### src/pct_defs.svh
`ifndef PCT_DEFS_SVH
`define PCT_DEFS_SVH
// ----------------------------------------
// command codes
// ----------------------------------------
`define PCT_CMD_TEMP_LAST 8'h07
`define PCT_CMD_MAX 8'h08
`define PCT_CMD_FW 8'h09
`define PCT_CMD_MAX_SRC 8'h0A
`define PCT_CMD_ALERT_SRC 8'h0B
`define PCT_CMD_CFG0 8'h0C
`define PCT_CMD_CFG1 8'h0D
`define PCT_CMD_CFG2 8'h0E
`define PCT_CMD_CFG3 8'h0F
`define PCT_CMD_LIM0 8'h10
`define PCT_CMD_LIM3 8'h13
`define PCT_CMD_POLL 8'h14
`define PCT_CMD_CLR_ALERT 8'h15
// ----------------------------------------
// main config field positions
// ----------------------------------------
`define PCT_C0_MASK_LSB 8
`define PCT_C0_TOUT_EN 7
`define PCT_C0_ALT 6
`define PCT_C0_PEC 5
`define PCT_C0_AMASK 4
`define PCT_C0_WMASK 16'hFFF7
// ----------------------------------------
// reset values and fixed codes
// ----------------------------------------
`define PCT_CFG0_RST 16'h00A5
`define PCT_CFG1_RST 16'h0203
`define PCT_CFG2_RST 16'h0000
`define PCT_CFG3_RST 16'h0000
`define PCT_LIMIT_RST 16'h7FFF
`define PCT_ERR_LO 16'h8000
`define PCT_ERR_HI 16'h81FF
`define PCT_NO_SRC 16'h00FF
`define PCT_PEC_POLY 8'h07
`define PCT_I2C_BASE 6'h14
`define PCT_FW_VERSION 16'h0100
// ----------------------------------------
// timing: 2.5 ms poll unit, 30 ms bus lockup
// ----------------------------------------
`define PCT_CLK_HZ 20000000
`define PCT_UNIT_US 2500
`define PCT_TOUT_US 30000
`define PCT_DLY1_UNITS 8'd1
`define PCT_DLY2_UNITS 8'd2
`define PCT_DLY3_UNITS 8'd4
`define PCT_DLY4_UNITS 8'd20
`define PCT_DLY5_UNITS 8'd40
`define PCT_DLY6_UNITS 8'd200
`endif

### src/pct_pkg.sv
`include "pct_defs.svh"
package pct_pkg;
	// ----------------------------------------
	// state types
	// ----------------------------------------
	typedef enum logic [2:0] {
		PCT_I_IDLE = 3'b000, PCT_I_RX = 3'b001, PCT_I_RACK = 3'b010,
		PCT_I_TX = 3'b011, PCT_I_TACK = 3'b100
	} pct_i2c_st_t;
	typedef enum logic [2:0] {
		PCT_P_IDLE = 3'b000, PCT_P_REQ = 3'b001, PCT_P_WAIT = 3'b010,
		PCT_P_GAP = 3'b011, PCT_P_DELAY = 3'b100
	} pct_poll_st_t;
	// ----------------------------------------
	// helpers shared by rx and tx paths
	// ----------------------------------------
	function automatic logic [7:0] pct_crc8(input logic [7:0] crc, input logic [7:0] data);
		logic [7:0] c;
		c = crc ^ data;
		for (int i = 0; i < 8; i++) c = c[7] ? ((c << 1) ^ `PCT_PEC_POLY) : (c << 1);
		return c;
	endfunction
	function automatic logic pct_is_err(input logic [15:0] v);
		return (v >= `PCT_ERR_LO) && (v <= `PCT_ERR_HI);
	endfunction
	// offset is kept in 16-bit form; alt keeps sign and whole degrees
	function automatic logic [15:0] pct_fmt(input logic [15:0] raw, input logic [15:0] off,
		input logic alt);
		logic [15:0] v;
		v = raw + off;
		if (pct_is_err(raw)) return raw;
		return alt ? {{8{v[15]}}, v[15], v[12:6]} : v;
	endfunction
endpackage

### src/pct_i2c_if.sv
`timescale 1ns/100ps
// byte-level link between the bus slave and the register core
interface pct_i2c_if;
	logic start_p; // start seen
	logic stop_p; // stop or lockup timeout
	logic addr_p; // own address acked
	logic rd; // direction of current address
	logic rx_p; // data byte received
	logic [7:0] rx_byte;
	logic taken_p; // tx_byte loaded into shifter
	logic [7:0] tx_byte;
	logic [6:0] dev_addr;
	logic timeout_en;
	modport slave(input tx_byte, dev_addr, timeout_en,
		output start_p, stop_p, addr_p, rd, rx_p, rx_byte, taken_p);
	modport host(output tx_byte, dev_addr, timeout_en,
		input start_p, stop_p, addr_p, rd, rx_p, rx_byte, taken_p);
endinterface

### src/pct_i2c_slave.sv
`timescale 1ns/100ps
module pct_i2c_slave import pct_pkg::*; #(
	parameter int TOUT_CYCLES = 600000
) (
	input wire logic ref_clk,
	input wire logic reset_n,
	input wire logic scl_in,
	input wire logic sda_in,
	output logic sda_out,
	output logic sda_oe,
	pct_i2c_if.slave bus
);
	// ----------------------------------------
	// pin synchronisers and edge detect
	// ----------------------------------------
	logic [1:0] scl_sync_reg; // stage 0 read only by stage 1
	logic [1:0] sda_sync_reg;
	logic scl_d_reg, sda_d_reg;
	pct_i2c_st_t st_reg;
	logic [3:0] cnt_reg; // bit counter
	logic [7:0] sh_reg; // shift register
	logic first_reg, ack_reg;
	logic [19:0] tout_reg; // scl-low lockup counter
	wire scl_s = scl_sync_reg[1];
	wire sda_s = sda_sync_reg[1];
	wire rise = scl_s & ~scl_d_reg;
	wire fall = ~scl_s & scl_d_reg;
	wire start_w = scl_s & scl_d_reg & sda_d_reg & ~sda_s;
	wire stop_w = scl_s & scl_d_reg & ~sda_d_reg & sda_s;
	wire tout_hit = tout_reg == 20'(TOUT_CYCLES - 1);
	wire go_tx = fall & (((st_reg == PCT_I_RACK) & bus.rd) | ((st_reg == PCT_I_TACK) & ack_reg));
	assign sda_out = 1'b0; // open drain: only low is driven
	always_ff @(posedge ref_clk or negedge reset_n) begin
		if (!reset_n) begin
			{scl_sync_reg, sda_sync_reg, scl_d_reg, sda_d_reg} <= 6'h3F;
		end else begin
			scl_sync_reg <= {scl_sync_reg[0], scl_in};
			sda_sync_reg <= {sda_sync_reg[0], sda_in};
			scl_d_reg <= scl_s;
			sda_d_reg <= sda_s;
		end
	end
	// lockup: a master holding scl low too long frees the slave
	always_ff @(posedge ref_clk or negedge reset_n) begin
		if (!reset_n) tout_reg <= '0;
		else if (st_reg == PCT_I_IDLE || scl_s || !bus.timeout_en || tout_hit) tout_reg <= '0;
		else tout_reg <= tout_reg + 20'h1;
	end
	// ----------------------------------------
	// byte engine
	// ----------------------------------------
	always_ff @(posedge ref_clk or negedge reset_n) begin
		if (!reset_n) begin
			st_reg <= PCT_I_IDLE;
			{cnt_reg, sh_reg, first_reg, ack_reg, sda_oe} <= '0;
			{bus.start_p, bus.stop_p, bus.addr_p, bus.rd, bus.rx_p, bus.taken_p} <= '0;
			bus.rx_byte <= 8'h00;
		end else begin
			{bus.start_p, bus.stop_p, bus.addr_p, bus.rx_p, bus.taken_p} <= '0;
			if (stop_w || tout_hit) begin // abandon at once, release sda
				st_reg <= PCT_I_IDLE;
				sda_oe <= 1'b0;
				bus.stop_p <= 1'b1;
			end else if (start_w) begin // also repeated start
				st_reg <= PCT_I_RX;
				{cnt_reg, sda_oe} <= '0;
				first_reg <= 1'b1;
				bus.start_p <= 1'b1;
			end else if (go_tx) begin // next byte out, msb first
				sh_reg <= bus.tx_byte;
				sda_oe <= ~bus.tx_byte[7];
				cnt_reg <= 4'h0;
				bus.taken_p <= 1'b1;
				st_reg <= PCT_I_TX;
			end else begin
				unique case (st_reg)
					PCT_I_IDLE: ;
					PCT_I_RX: begin
						if (rise) begin
							sh_reg <= {sh_reg[6:0], sda_s};
							cnt_reg <= cnt_reg + 4'h1;
						end else if (fall && cnt_reg == 4'h8) begin
							first_reg <= 1'b0;
							if (!first_reg || sh_reg[7:1] == bus.dev_addr) begin
								sda_oe <= 1'b1; // ack
								st_reg <= PCT_I_RACK;
								bus.rx_byte <= sh_reg;
								bus.addr_p <= first_reg;
								bus.rx_p <= ~first_reg;
								if (first_reg) bus.rd <= sh_reg[0];
							end else begin
								st_reg <= PCT_I_IDLE; // not ours
							end
						end
					end
					PCT_I_RACK: if (fall) begin
						sda_oe <= 1'b0;
						cnt_reg <= 4'h0;
						st_reg <= PCT_I_RX;
					end
					PCT_I_TX: if (fall) begin
						if (cnt_reg == 4'h7) begin
							sda_oe <= 1'b0; // master acks
							st_reg <= PCT_I_TACK;
						end else begin
							sh_reg <= {sh_reg[6:0], 1'b0};
							sda_oe <= ~sh_reg[6];
							cnt_reg <= cnt_reg + 4'h1;
						end
					end
					PCT_I_TACK: begin
						if (rise) ack_reg <= ~sda_s;
						else if (fall) st_reg <= PCT_I_IDLE; // nack ends the read
					end
				endcase
			end
		end
	end
	a_stop_release: assert property (@(posedge ref_clk) disable iff (!reset_n)
		stop_w |=> !sda_oe && st_reg == PCT_I_IDLE) else $error("sda held after stop");
endmodule

### src/pct_top.sv
`timescale 1ns/100ps
`include "pct_defs.svh"
module pct_top import pct_pkg::*; #(
	parameter int UNIT_CYCLES = `PCT_UNIT_US * (`PCT_CLK_HZ / 1000000),
	parameter int TOUT_CYCLES = `PCT_TOUT_US * (`PCT_CLK_HZ / 1000000)
) (
	input wire logic ref_clk,
	input wire logic reset_n,
	input wire logic scl_in,
	output logic scl_out,
	output logic scl_oe,
	input wire logic sda_in,
	output logic sda_out,
	output logic sda_oe,
	input wire logic slave_address_select_pin,
	output logic alert_n_out,
	output logic alert_n_oe,
	output logic poll_req,
	output logic [2:0] poll_target,
	output logic [7:0] poll_bit_time,
	input wire logic poll_done,
	input wire logic poll_ok,
	input wire logic [15:0] poll_data
);
	// ----------------------------------------
	// bus slave
	// ----------------------------------------
	pct_i2c_if bus();
	pct_i2c_slave #(.TOUT_CYCLES(TOUT_CYCLES)) u_slave (
		.ref_clk(ref_clk),
		.reset_n(reset_n),
		.scl_in(scl_in),
		.sda_in(sda_in),
		.sda_out(sda_out),
		.sda_oe(sda_oe),
		.bus(bus)
	);
	assign scl_out = 1'b0; // never stretches the clock
	assign scl_oe = 1'b0;
	logic [1:0] adsel_sync_reg; // address strap, async pin
	always_ff @(posedge ref_clk or negedge reset_n) begin
		if (!reset_n) adsel_sync_reg <= 2'b00;
		else adsel_sync_reg <= {adsel_sync_reg[0], slave_address_select_pin};
	end
	assign bus.dev_addr = {`PCT_I2C_BASE, adsel_sync_reg[1]};
	// ----------------------------------------
	// register storage
	// ----------------------------------------
	logic [15:0] cfg0_reg, cfg1_reg, cfg3_reg;
	logic [15:0] off_reg; // offset always held in 16-bit form
	logic [15:0] lim_reg [4]; // per-socket limits
	logic [15:0] temp_reg [8]; // raw stored results
	logic [7:0] tvalid_reg; // entry holds a real read
	logic alert_reg;
	logic [2:0] alsrc_reg;
	// ----------------------------------------
	// transaction state
	// ----------------------------------------
	logic [7:0] cmd_reg, wlo_reg, hi_reg, crc_reg, tx_reg;
	logic [1:0] wcnt_reg, tstep_reg;
	logic pend_reg; // on-request poll waiting
	// ----------------------------------------
	// poll state
	// ----------------------------------------
	pct_poll_st_t pst_reg;
	logic [2:0] pidx_reg;
	logic [15:0] unit_cnt_reg; // 2.5 ms divider
	logic [7:0] units_reg, retry_reg;
	logic adv_reg; // move on after gap, else retry
	logic poll_req_reg;
	// ----------------------------------------
	// decode
	// ----------------------------------------
	wire [7:0] mask = cfg0_reg[15:`PCT_C0_MASK_LSB];
	wire alt = cfg0_reg[`PCT_C0_ALT];
	wire amask = cfg0_reg[`PCT_C0_AMASK];
	wire pec_en = cfg0_reg[`PCT_C0_PEC];
	wire [2:0] dly = cfg0_reg[2:0];
	wire periodic = (dly != 3'h0) && (dly != 3'h7);
	wire [7:0] dly_units = (dly == 3'h1) ? `PCT_DLY1_UNITS : (dly == 3'h2) ? `PCT_DLY2_UNITS :
		(dly == 3'h3) ? `PCT_DLY3_UNITS : (dly == 3'h4) ? `PCT_DLY4_UNITS :
		(dly == 3'h5) ? `PCT_DLY5_UNITS : `PCT_DLY6_UNITS;
	// offset seen in the current format
	wire [15:0] off_view = alt ? {{6{off_reg[15]}}, off_reg[15:6]} : off_reg;
	wire wr_commit = bus.rx_p && wcnt_reg == 2'h2 && !bus.rd;
	wire [15:0] wr_data = {bus.rx_byte, wlo_reg}; // low byte first
	wire send_byte = bus.stop_p && wcnt_reg == 2'h1 && !bus.rd;
	wire poll_cmd = send_byte && cmd_reg == `PCT_CMD_POLL;
	wire clr_w = send_byte && cmd_reg == `PCT_CMD_CLR_ALERT;
	assign bus.timeout_en = cfg0_reg[`PCT_C0_TOUT_EN];
	assign bus.tx_byte = tx_reg;
	// ----------------------------------------
	// maximum over enabled, valid entries
	// ----------------------------------------
	logic [15:0] max_val;
	logic [2:0] max_idx;
	logic max_any;
	always_comb begin
		max_val = 16'h0000;
		max_idx = 3'h0;
		max_any = 1'b0;
		for (int i = 0; i < 8; i++) begin
			if (mask[i] && tvalid_reg[i] && !pct_is_err(temp_reg[i]) &&
				(!max_any || $signed(temp_reg[i]) > $signed(max_val))) begin
				max_val = temp_reg[i];
				max_idx = 3'(i);
				max_any = 1'b1;
			end
		end
	end
	// ----------------------------------------
	// read mux
	// ----------------------------------------
	logic [15:0] rd_mux;
	always_comb begin
		rd_mux = 16'hFFFF; // unmapped commands
		if (cmd_reg <= `PCT_CMD_TEMP_LAST)
			rd_mux = pct_fmt(temp_reg[cmd_reg[2:0]], off_reg, alt);
		else if (cmd_reg >= `PCT_CMD_LIM0 && cmd_reg <= `PCT_CMD_LIM3)
			rd_mux = lim_reg[cmd_reg[1:0]];
		else begin
			unique case (cmd_reg)
				`PCT_CMD_MAX: rd_mux = max_any ? pct_fmt(max_val, off_reg, alt) : 16'hFFFF;
				`PCT_CMD_FW: rd_mux = `PCT_FW_VERSION;
				`PCT_CMD_MAX_SRC: rd_mux = max_any ? {13'h0000, max_idx} : `PCT_NO_SRC;
				`PCT_CMD_ALERT_SRC: rd_mux = alert_reg ? {13'h0000, alsrc_reg} : `PCT_NO_SRC;
				`PCT_CMD_CFG0: rd_mux = cfg0_reg;
				`PCT_CMD_CFG1: rd_mux = cfg1_reg;
				`PCT_CMD_CFG2: rd_mux = off_view;
				`PCT_CMD_CFG3: rd_mux = cfg3_reg;
				default: rd_mux = 16'hFFFF;
			endcase
		end
	end
	// ----------------------------------------
	// word protocol: command, low, high, pec
	// ----------------------------------------
	wire [7:0] crc_tx = pct_crc8(crc_reg, tx_reg);
	always_ff @(posedge ref_clk or negedge reset_n) begin
		if (!reset_n) begin
			{cmd_reg, wlo_reg, hi_reg, crc_reg, tx_reg} <= '0;
			{wcnt_reg, tstep_reg} <= '0;
		end else if (bus.addr_p) begin
			crc_reg <= pct_crc8(bus.rd ? crc_reg : 8'h00, bus.rx_byte);
			wcnt_reg <= bus.rd ? wcnt_reg : 2'h0;
			tx_reg <= rd_mux[7:0]; // low byte goes first
			hi_reg <= rd_mux[15:8];
			tstep_reg <= 2'h0;
		end else if (bus.rx_p) begin
			crc_reg <= pct_crc8(crc_reg, bus.rx_byte);
			if (wcnt_reg != 2'h3) wcnt_reg <= wcnt_reg + 2'h1;
			if (wcnt_reg == 2'h0) cmd_reg <= bus.rx_byte;
			if (wcnt_reg == 2'h1) wlo_reg <= bus.rx_byte;
		end else if (bus.taken_p) begin
			crc_reg <= crc_tx;
			if (tstep_reg != 2'h3) tstep_reg <= tstep_reg + 2'h1;
			unique case (tstep_reg)
				2'h0: tx_reg <= hi_reg;
				2'h1: tx_reg <= pec_en ? crc_tx : 8'hFF;
				default: tx_reg <= 8'hFF; // read past the word
			endcase
		end
	end
	// ----------------------------------------
	// config and limit writes
	// ----------------------------------------
	always_ff @(posedge ref_clk or negedge reset_n) begin
		if (!reset_n) begin
			cfg0_reg <= `PCT_CFG0_RST;
			cfg1_reg <= `PCT_CFG1_RST;
			off_reg <= `PCT_CFG2_RST;
			cfg3_reg <= `PCT_CFG3_RST;
			for (int i = 0; i < 4; i++) lim_reg[i] <= `PCT_LIMIT_RST;
		end else if (wr_commit) begin
			unique case (cmd_reg)
				`PCT_CMD_CFG0: cfg0_reg <= wr_data & `PCT_C0_WMASK; // bit 3 stays zero
				`PCT_CMD_CFG1: cfg1_reg <= wr_data;
				`PCT_CMD_CFG2: off_reg <= alt ? {wr_data[9:0], 6'h00} : wr_data;
				`PCT_CMD_CFG3: cfg3_reg <= wr_data;
				`PCT_CMD_LIM0, 8'h11, 8'h12, `PCT_CMD_LIM3: lim_reg[cmd_reg[1:0]] <= wr_data;
				default: ; // read-only or unmapped: ignored
			endcase
		end
	end
	// ----------------------------------------
	// result storage with averaging
	// ----------------------------------------
	wire store_w = pst_reg == PCT_P_WAIT && poll_done && poll_ok;
	wire [15:0] old_v = temp_reg[pidx_reg];
	wire [16:0] diff = {poll_data[15], poll_data} - {old_v[15], old_v};
	wire [16:0] step = $signed(diff) >>> cfg3_reg[7:0];
	wire avg_on = cfg3_reg[7:0] != 8'h00 && tvalid_reg[pidx_reg] &&
		!pct_is_err(poll_data) && !pct_is_err(old_v);
	wire [15:0] new_v = avg_on ? old_v + step[15:0] : poll_data;
	wire [15:0] new_out = pct_fmt(new_v, off_reg, alt);
	wire set_w = store_w && !pct_is_err(new_v) && !amask &&
		$signed(new_out) > $signed(lim_reg[pidx_reg[2:1]]);
	always_ff @(posedge ref_clk or negedge reset_n) begin
		if (!reset_n) begin
			for (int i = 0; i < 8; i++) temp_reg[i] <= 16'h0000;
			tvalid_reg <= 8'h00;
		end else if (store_w) begin
			temp_reg[pidx_reg] <= new_v;
			tvalid_reg[pidx_reg] <= 1'b1;
		end
	end
	// ----------------------------------------
	// alert latch: a new violation beats a clear
	// ----------------------------------------
	always_ff @(posedge ref_clk or negedge reset_n) begin
		if (!reset_n) begin
			alert_reg <= 1'b0;
			alsrc_reg <= 3'h0;
		end else if (set_w) begin
			alert_reg <= 1'b1;
			alsrc_reg <= pidx_reg;
		end else if (clr_w) begin
			alert_reg <= 1'b0;
		end
	end
	assign alert_n_out = 1'b0; // open drain, active low
	assign alert_n_oe = alert_reg & ~amask;
	// ----------------------------------------
	// poll scheduler
	// ----------------------------------------
	function automatic logic [3:0] next_en(input logic [7:0] m, input logic [3:0] from);
		logic [3:0] r;
		r = 4'h0;
		for (int i = 7; i >= 0; i--) if (i >= from && m[i]) r = {1'b1, 3'(i)};
		return r;
	endfunction
	wire tick = unit_cnt_reg == 16'(UNIT_CYCLES - 1);
	wire pass_go = pst_reg == PCT_P_IDLE && mask != 8'h00 && (pend_reg || periodic);
	wire [3:0] first_en = next_en(mask, 4'h0);
	wire [3:0] next_idx = next_en(mask, {1'b0, pidx_reg} + 4'h1);
	always_ff @(posedge ref_clk or negedge reset_n) begin
		if (!reset_n) pend_reg <= 1'b0;
		else if (poll_cmd) pend_reg <= 1'b1; // request beats start of a pass
		else if (pass_go) pend_reg <= 1'b0;
	end
	always_ff @(posedge ref_clk or negedge reset_n) begin
		if (!reset_n) unit_cnt_reg <= 16'h0000;
		else if ((pst_reg != PCT_P_GAP && pst_reg != PCT_P_DELAY) || tick) unit_cnt_reg <= 16'h0000;
		else unit_cnt_reg <= unit_cnt_reg + 16'h0001;
	end
	always_ff @(posedge ref_clk or negedge reset_n) begin
		if (!reset_n) begin
			pst_reg <= PCT_P_IDLE;
			{pidx_reg, units_reg, retry_reg, adv_reg, poll_req_reg} <= '0;
		end else begin
			poll_req_reg <= 1'b0;
			unique case (pst_reg)
				PCT_P_IDLE: if (pass_go) begin
					pidx_reg <= first_en[2:0];
					retry_reg <= 8'h00;
					pst_reg <= PCT_P_REQ;
				end
				PCT_P_REQ: begin
					poll_req_reg <= 1'b1;
					pst_reg <= PCT_P_WAIT;
				end
				PCT_P_WAIT: if (poll_done) begin
					adv_reg <= poll_ok || retry_reg >= cfg1_reg[7:0];
					if (!poll_ok) retry_reg <= retry_reg + 8'h01;
					units_reg <= 8'h00;
					pst_reg <= PCT_P_GAP;
				end
				PCT_P_GAP: if (tick) begin
					units_reg <= units_reg + 8'h01;
					if (!adv_reg) pst_reg <= PCT_P_REQ;
					else if (next_idx[3]) begin
						pidx_reg <= next_idx[2:0];
						retry_reg <= 8'h00;
						pst_reg <= PCT_P_REQ;
					end else if (periodic && units_reg + 8'h01 < dly_units)
						pst_reg <= PCT_P_DELAY;
					else pst_reg <= PCT_P_IDLE;
				end
				PCT_P_DELAY: if (tick) begin
					units_reg <= units_reg + 8'h01;
					if (units_reg + 8'h01 >= dly_units || !periodic) pst_reg <= PCT_P_IDLE;
				end
				default: pst_reg <= PCT_P_IDLE;
			endcase
		end
	end
	assign poll_req = poll_req_reg;
	assign poll_target = pidx_reg;
	assign poll_bit_time = cfg1_reg[15:8];
	// ----------------------------------------
	// checks
	// ----------------------------------------
	logic [16:0] since_done_reg; // cycles since last read ended
	always_ff @(posedge ref_clk or negedge reset_n) begin
		if (!reset_n) since_done_reg <= 17'h1FFFF;
		else if (poll_done) since_done_reg <= 17'h00000;
		else if (since_done_reg != 17'h1FFFF) since_done_reg <= since_done_reg + 17'h00001;
	end
	a_read_spacing: assert property (@(posedge ref_clk) disable iff (!reset_n)
		poll_req |-> since_done_reg >= 17'(UNIT_CYCLES)) else $error("reads too close");
	a_alert_masked: assert property (@(posedge ref_clk) disable iff (!reset_n)
		alert_n_oe |-> !cfg0_reg[`PCT_C0_AMASK]) else $error("alert driven while masked");
	a_alert_sets: assert property (@(posedge ref_clk) disable iff (!reset_n)
		set_w |=> alert_reg && alsrc_reg == $past(pidx_reg)) else $error("alert not latched");
	a_alert_clear: assert property (@(posedge ref_clk) disable iff (!reset_n)
		clr_w && !set_w |=> !alert_reg) else $error("alert clear lost");
	a_cfg_readback: assert property (@(posedge ref_clk) disable iff (!reset_n)
		wr_commit && cmd_reg == `PCT_CMD_CFG1 |=> cfg1_reg == $past(wr_data))
		else $error("config readback mismatch");
	a_err_passthru: assert property (@(posedge ref_clk) disable iff (!reset_n)
		cmd_reg <= `PCT_CMD_TEMP_LAST && pct_is_err(temp_reg[cmd_reg[2:0]])
		|-> rd_mux == temp_reg[cmd_reg[2:0]]) else $error("error code altered");
	a_alt_sign: assert property (@(posedge ref_clk) disable iff (!reset_n)
		cmd_reg <= `PCT_CMD_TEMP_LAST && alt && !pct_is_err(temp_reg[cmd_reg[2:0]])
		|-> rd_mux[15:8] == {8{rd_mux[7]}}) else $error("integer format not extended");
	a_on_request: assert property (@(posedge ref_clk) disable iff (!reset_n)
		pst_reg == PCT_P_IDLE && !periodic && !pend_reg && !poll_cmd |=> pst_reg == PCT_P_IDLE)
		else $error("poll started unrequested");
	a_retry_bound: assert property (@(posedge ref_clk) disable iff (!reset_n)
		poll_req |-> retry_reg <= cfg1_reg[7:0]) else $error("too many retries");
	a_max_enabled: assert property (@(posedge ref_clk) disable iff (!reset_n)
		max_any |-> mask[max_idx] && tvalid_reg[max_idx]) else $error("max from disabled entry");
endmodule

### config.mk
export PLATFORM = sky130hd
export DESIGN_NAME = pct_top
export DESIGN_NICKNAME = d
export VERILOG_FILES = /design/src/pct_pkg.sv /design/src/pct_i2c_if.sv /design/src/pct_i2c_slave.sv /design/src/pct_top.sv
export VERILOG_INCLUDE_DIRS = /design/src
export SDC_FILE = /design/constraint.sdc
export NUM_CORES = 2
export LEC_CHECK = 0
export BUFFER_PORTS_ARGS = -buffer_cell sky130_fd_sc_hd__buf_2
export CAP_MARGIN = 20
export CORE_MARGIN = 2
export CORE_UTILIZATION = 40
export CTS_BUF_LIST = sky130_fd_sc_hd__clkbuf_4
export CTS_CLUSTER_DIAMETER = 80
export DETAILED_ROUTE_END_ITERATION = 8
export PLACE_DENSITY = 0.63
export RECOVER_POWER = 50
export SLEW_MARGIN = 15
export SYNTH_ARGS = -nofsm -noshare
export SYNTH_HDL_FRONTEND = slang
export SYNTH_HIERARCHICAL = 1
export SYNTH_SLANG_ARGS = --single-unit
### constraint.sdc
create_clock -name ref_clk -period 52.5 [get_ports ref_clk]
set_input_delay 10.5 -clock ref_clk [delete_from_list [all_inputs] [get_ports ref_clk]]
set_output_delay 10.5 -clock ref_clk [all_outputs]
set_load 0.05 [all_outputs]
; ---- Word level (Yosys, flattened, before mapping)
; Index checks and enable logic that the tools add are counted.
[classes]
order_cmp = 56
bitwise = 57
n_mux = 220
n_addsub = 13
eq_ne = 68
reduce_logical = 155
n_shift = 1
[ops]
columns = operator, n
row1 = $mux 16, 30
row2 = $mux 8, 27
row3 = $ge 16x16->1 const B, 13
row4 = $le 16x16->1 const B, 13
row5 = $mux 3, 58
row6 = $bwmux 128, 1
row7 = $gt 16x16->1, 8
row8 = $pmux 16 s8, 1
row9 = $bmux 16 s3, 2
row10 = $not 3->3, 24
row11 = $logic_and 1x1->1, 68
row12 = $add 16x16->16, 4
row13 = $bmux 16 s2, 2
row14 = $bwmux 64, 1
row15 = $eq 8x4->1 const B, 8
row16 = $mux 15, 4
row17 = $mux 4, 14
row18 = $mux 1, 55
row19 = $demux 16 s3, 1
row20 = $eq 8x5->1 const B, 6
row21 = $pmux 8 s2, 3
row22 = $demux 16 s2, 1
row23 = $ne 2x2->1 const B, 12
row24 = $pmux 8 s3, 1
row25 = other kinds (75), 213
[totals]
output_inout_bits = 18
in_bits = 23
elab_cells = 622
ff_bits = 411

; ---- Longest topological paths before layout
[logic_depth]
ltp_word = 45
depth_mapped = 86
mapped_depth_nobuf = 74

; ---- Hierarchy
; Netlist, hierarchy kept.
[modules_own_cells]
columns = module, seq_area_each_um2, area_per_inst_um2, cells_per_inst, n_inst
row1 = pct_top, 8942.3, 29532.1, 3322, 1
row2 = pct_i2c_slave, 1458.9, 2890.3, 264, 1

; ---- Least setup slack after synthesis
; OpenSTA, ideal clock, no wires.
[synth_path]
kind = input-to-reg
start = input poll_data[0]
end = register alsrc_reg[0]
setup_ps = 79
t_arrival_ps = 19076
cell_stages = 46
n_path_buf = 2
t_required_ps = 52421
setup_slack_ps = 33344
path_cell_list = inv_1 ha_1 inv_1 fa_1 a211oi_1 nor3_1 o31a_1 o2111ai_1 nor2b_1 clkbuf_1 nor2_1 clkbuf_1 a211o_1 o22ai_1 o21ai_0 o21ai_0 ha_1 inv_1 [10 not listed] and3_1 a2111oi_0 a21oi_1 a31oi_1 o21ai_0 xnor2_1 o211ai_1 a31o_2 nor2_1 ha_1 a21o_1 a21o_1 a221oi_1 o2111ai_1 o21ai_0 nor4_1 or2b_2 mux2i_1
[synth_via]
elab_chain_cells = 12
word_cells_on_any_way = 23
cone_classes = 3 x add/sub / 5 x order compare / 1 x shift / 5 x mux / 9 x reduce/logical
[synth_lines]
columns = item, line_no
row1 = from (decl), pct_top.sv:23  ; input wire logic [15:0] poll_data
row2 = branches (longest 5 deep; another with $sub 16x16->17), -
row3 = $mux 16 (*), pct_top.sv:194  ; wire [15:0] new_v = avg_on ? old_v + step[15:0] : poll_data;
row4 = net new_v[6], pct_top.sv:194
row5 = $ge 16x16->1 (no source line) / $le 16x16->1 (equally long branches), -
row6 = $logic_and 1x1->1, pct_pkg.sv:24  ; return (v >= `PCT_ERR_LO) && (v <= `PCT_ERR_HI);
row7 = $mux 1 / $logic_not 1->1 (equally long branches), "pct_pkg.sv:31, pct_top.sv:196"
row8 = $mux 16 / $logic_and 1x1->1 (equally long branches), "pct_pkg.sv:32, pct_top.sv:196"
row9 = $gt 16x16->1 / $logic_and 1x1->1 (equally long branches), "pct_top.sv:197, pct_top.sv:196"
row10 = $logic_and 1x1->1 (*), pct_top.sv:196  ; wire set_w = store_w && !pct_is_err(new_v) && !amask &&
row11 = to (signal assigned), pct_top.sv:216  ; alsrc_reg <= pidx_reg;
row12 = to (decl), pct_top.sv:55  ; logic [2:0] alsrc_reg;
; Mark *: on every way through the listed nets, which the timed path passes. The select of a mux whose other input is x is not followed.
; A chain may end at the register's enable or synchronous reset.

==> impl_metrics.toml <==
[global_route]
grt_max_degree = 165
grt_usage_pct = 26.57
antenna_found_initial = 4
gr-total-overflow = 0
grt_pass1_vias = 26950
grt_pass1_wl_um = 168600

[hold_path]
hold_path.class = "reg2reg"
min_to = "adsel_sync_reg[1]"
hold_depth = 0
min_from = "adsel_sync_reg[0]"

[timing]
tns_ns = 0
finClkSkew_ns = 0.1215
fin_crit_ns = 21.92
slew_headroom_pct = -453.4
final-setup-viol-count = 0
max_clock_freq_mhz = 45.62
slew_viol_final = 435
finalHoldViolCount = 0
tightest_slew_ns = 8.300
period_share_pct = 41.75
rsz0062_at_grt = "false"

[worst_setup_path]
r2r_cells = 69
critPathCaptureType = "async pin"
cpMostUsedCell = "clkbuf_1"
path_max_fanout = 164
startpoint_type = "input port"
rrSetupSlack_ns = 31.78
cp_slowest_cell = "clkbuf_1"
worst_path_largest_cell_delay_ns = 6.11
crit_chain = "clkbuf_1 > clkbuf_1"
cp_num_buf_inv = 2
regToRegEndpoint = "hi_reg[3]"
arrival_ns = 20.85
timing.rr.start = "cfg0_reg[8]"
crit_family = "buffers and inverters"
worst-setup-path-type = "in2async"
cp.required_ns = 51.43

[route]
drcViolationCount = 0
first_pass_iters = 5
routed_wl_um = 110900
vias_per_cell = 5.942
routedWlPerCell_um = 23.30
antenna_left = 0
via_count = 28280
drt_iter0_markers = 2618

[power]
leakagePower_nw = 15.18
ir_worst_vdd_uv = 17.16
powerDensity_mw_per_mm2 = 22.04
power_mw = 0.7729

[run_status]
outcome = "finished, violations left"
failed_checks = "max-capacitance violations, max-slew violations"

[cts]
cts.htree.levels = 3
clock_latency_ns = 1.01
cts_resized = 0
cts_buffers = 115
postCtsSetupBuffers = 0
cts_root_buffer = "clkbuf_4"
clk_pin_slew_ns = 0.07
cts_max_path_buffers = 3
ctsHoldBuffers = 0
clock_sinks = 411
cts_tree = "yes"

[floorplanning]
ioPinCount = 41
die_w_um = 288.6
start_util_pct = 40.29
core_mm2 = 0.08042
fp.dieArea_mm2 = 0.08329
row_count = 104
die_h_um = 288.6

[finish]
layout_commonest_cell = "nand2_1"
final_nets = 3863
fillCellCount = 7974
final_cell_mix = "434 x nand2_1, 333 x dfrtp_1, 295 x o21ai_0, 292 x nor2_1, 236 x ha_1"
largest_reg_flops = 128
area_growth_pct = 8.261
drive_gt1_share_pct = 18.18

[synthesis]
synth_cells = 3585
syn_area_mm2 = 0.03240
ys_warn_count = 6
syn_avg_cell_area_um2 = 9.037

[placed_design]
dp_hpwl_um = 82500
gp_congestion = 0.9715
io_buffer_count = 36

[job]
cap_violations = 9
-- area by class of cell --
| class | count | area (um2) | share of cell area (%) |
|---|---|---|---|
| clock inverter | 42 | 244.0 | 0.6956 |
| multi-input combinational | 2832 | 20640 | 58.84 |
| inverter | 143 | 539.3 | 1.538 |
| antenna | 3 | 7.507 | 0.02140 |
| tap | 1060 | 1326 | 3.781 |
| clock buffer | 173 | 1299 | 3.703 |
| timing repair buffer | 96 | 634.4 | 1.809 |
| sequential | 411 | 10390 | 29.61 |
-- metrics by stage --
stage / hold WS, ns / std cells / util [%] / cell area (um2) / worst slack (ns)
after floorplan: 0.3312 / 3592 / - / 32420 / 33.34
after global placement: 0.3337 / 4537 / 41.73 / 33560 / 31.40
after detailed placement: 0.3379 / 4537 / 41.73 / 33560 / 31.16
after CTS: 0.3315 / 4752 / 43.65 / 35100 / 32.10
after global routing: 0.3363 / 4758 / 43.61 / 35070 / 27.86
final: 0.3304 / 4760 / 43.61 / 35070 / 30.58
-- worst max path at each step --
stage	depth (start not counted)	to	slack, ns	start
floorplan	46	alsrc_reg[0]	33.34	poll_data[0]
global placement	45	alsrc_reg[1]	31.40	poll_data[0]
detailed placement	45	alsrc_reg[1]	31.16	poll_data[0]
CTS	45	alsrc_reg[2]	32.10	poll_data[0]
global route	2	off_reg[0]	27.86	reset_n
finish	2	cfg1_reg[15]	30.58	reset_n
-- per-layer routing --
metal	vias up	track usage, %	part of all wire (%)
met5	-	0	0.031
met4	6	9.910	3.8
met3	235	4.408	7.5
met2	1146	42.25	46
met1	13770	36.33	43
li1	13130	-	-
-- where the power goes --
group / switching, mW / internal, mW / leakage, nW
sequential: 0.0187 / 0.327 / 5.38
clock: 0.153 / 0.158 / 0.916
combinational: 0.0676 / 0.0489 / 8.89
total: 0.239 / 0.533 / 15.2
(Power assumes the default switching activity.)
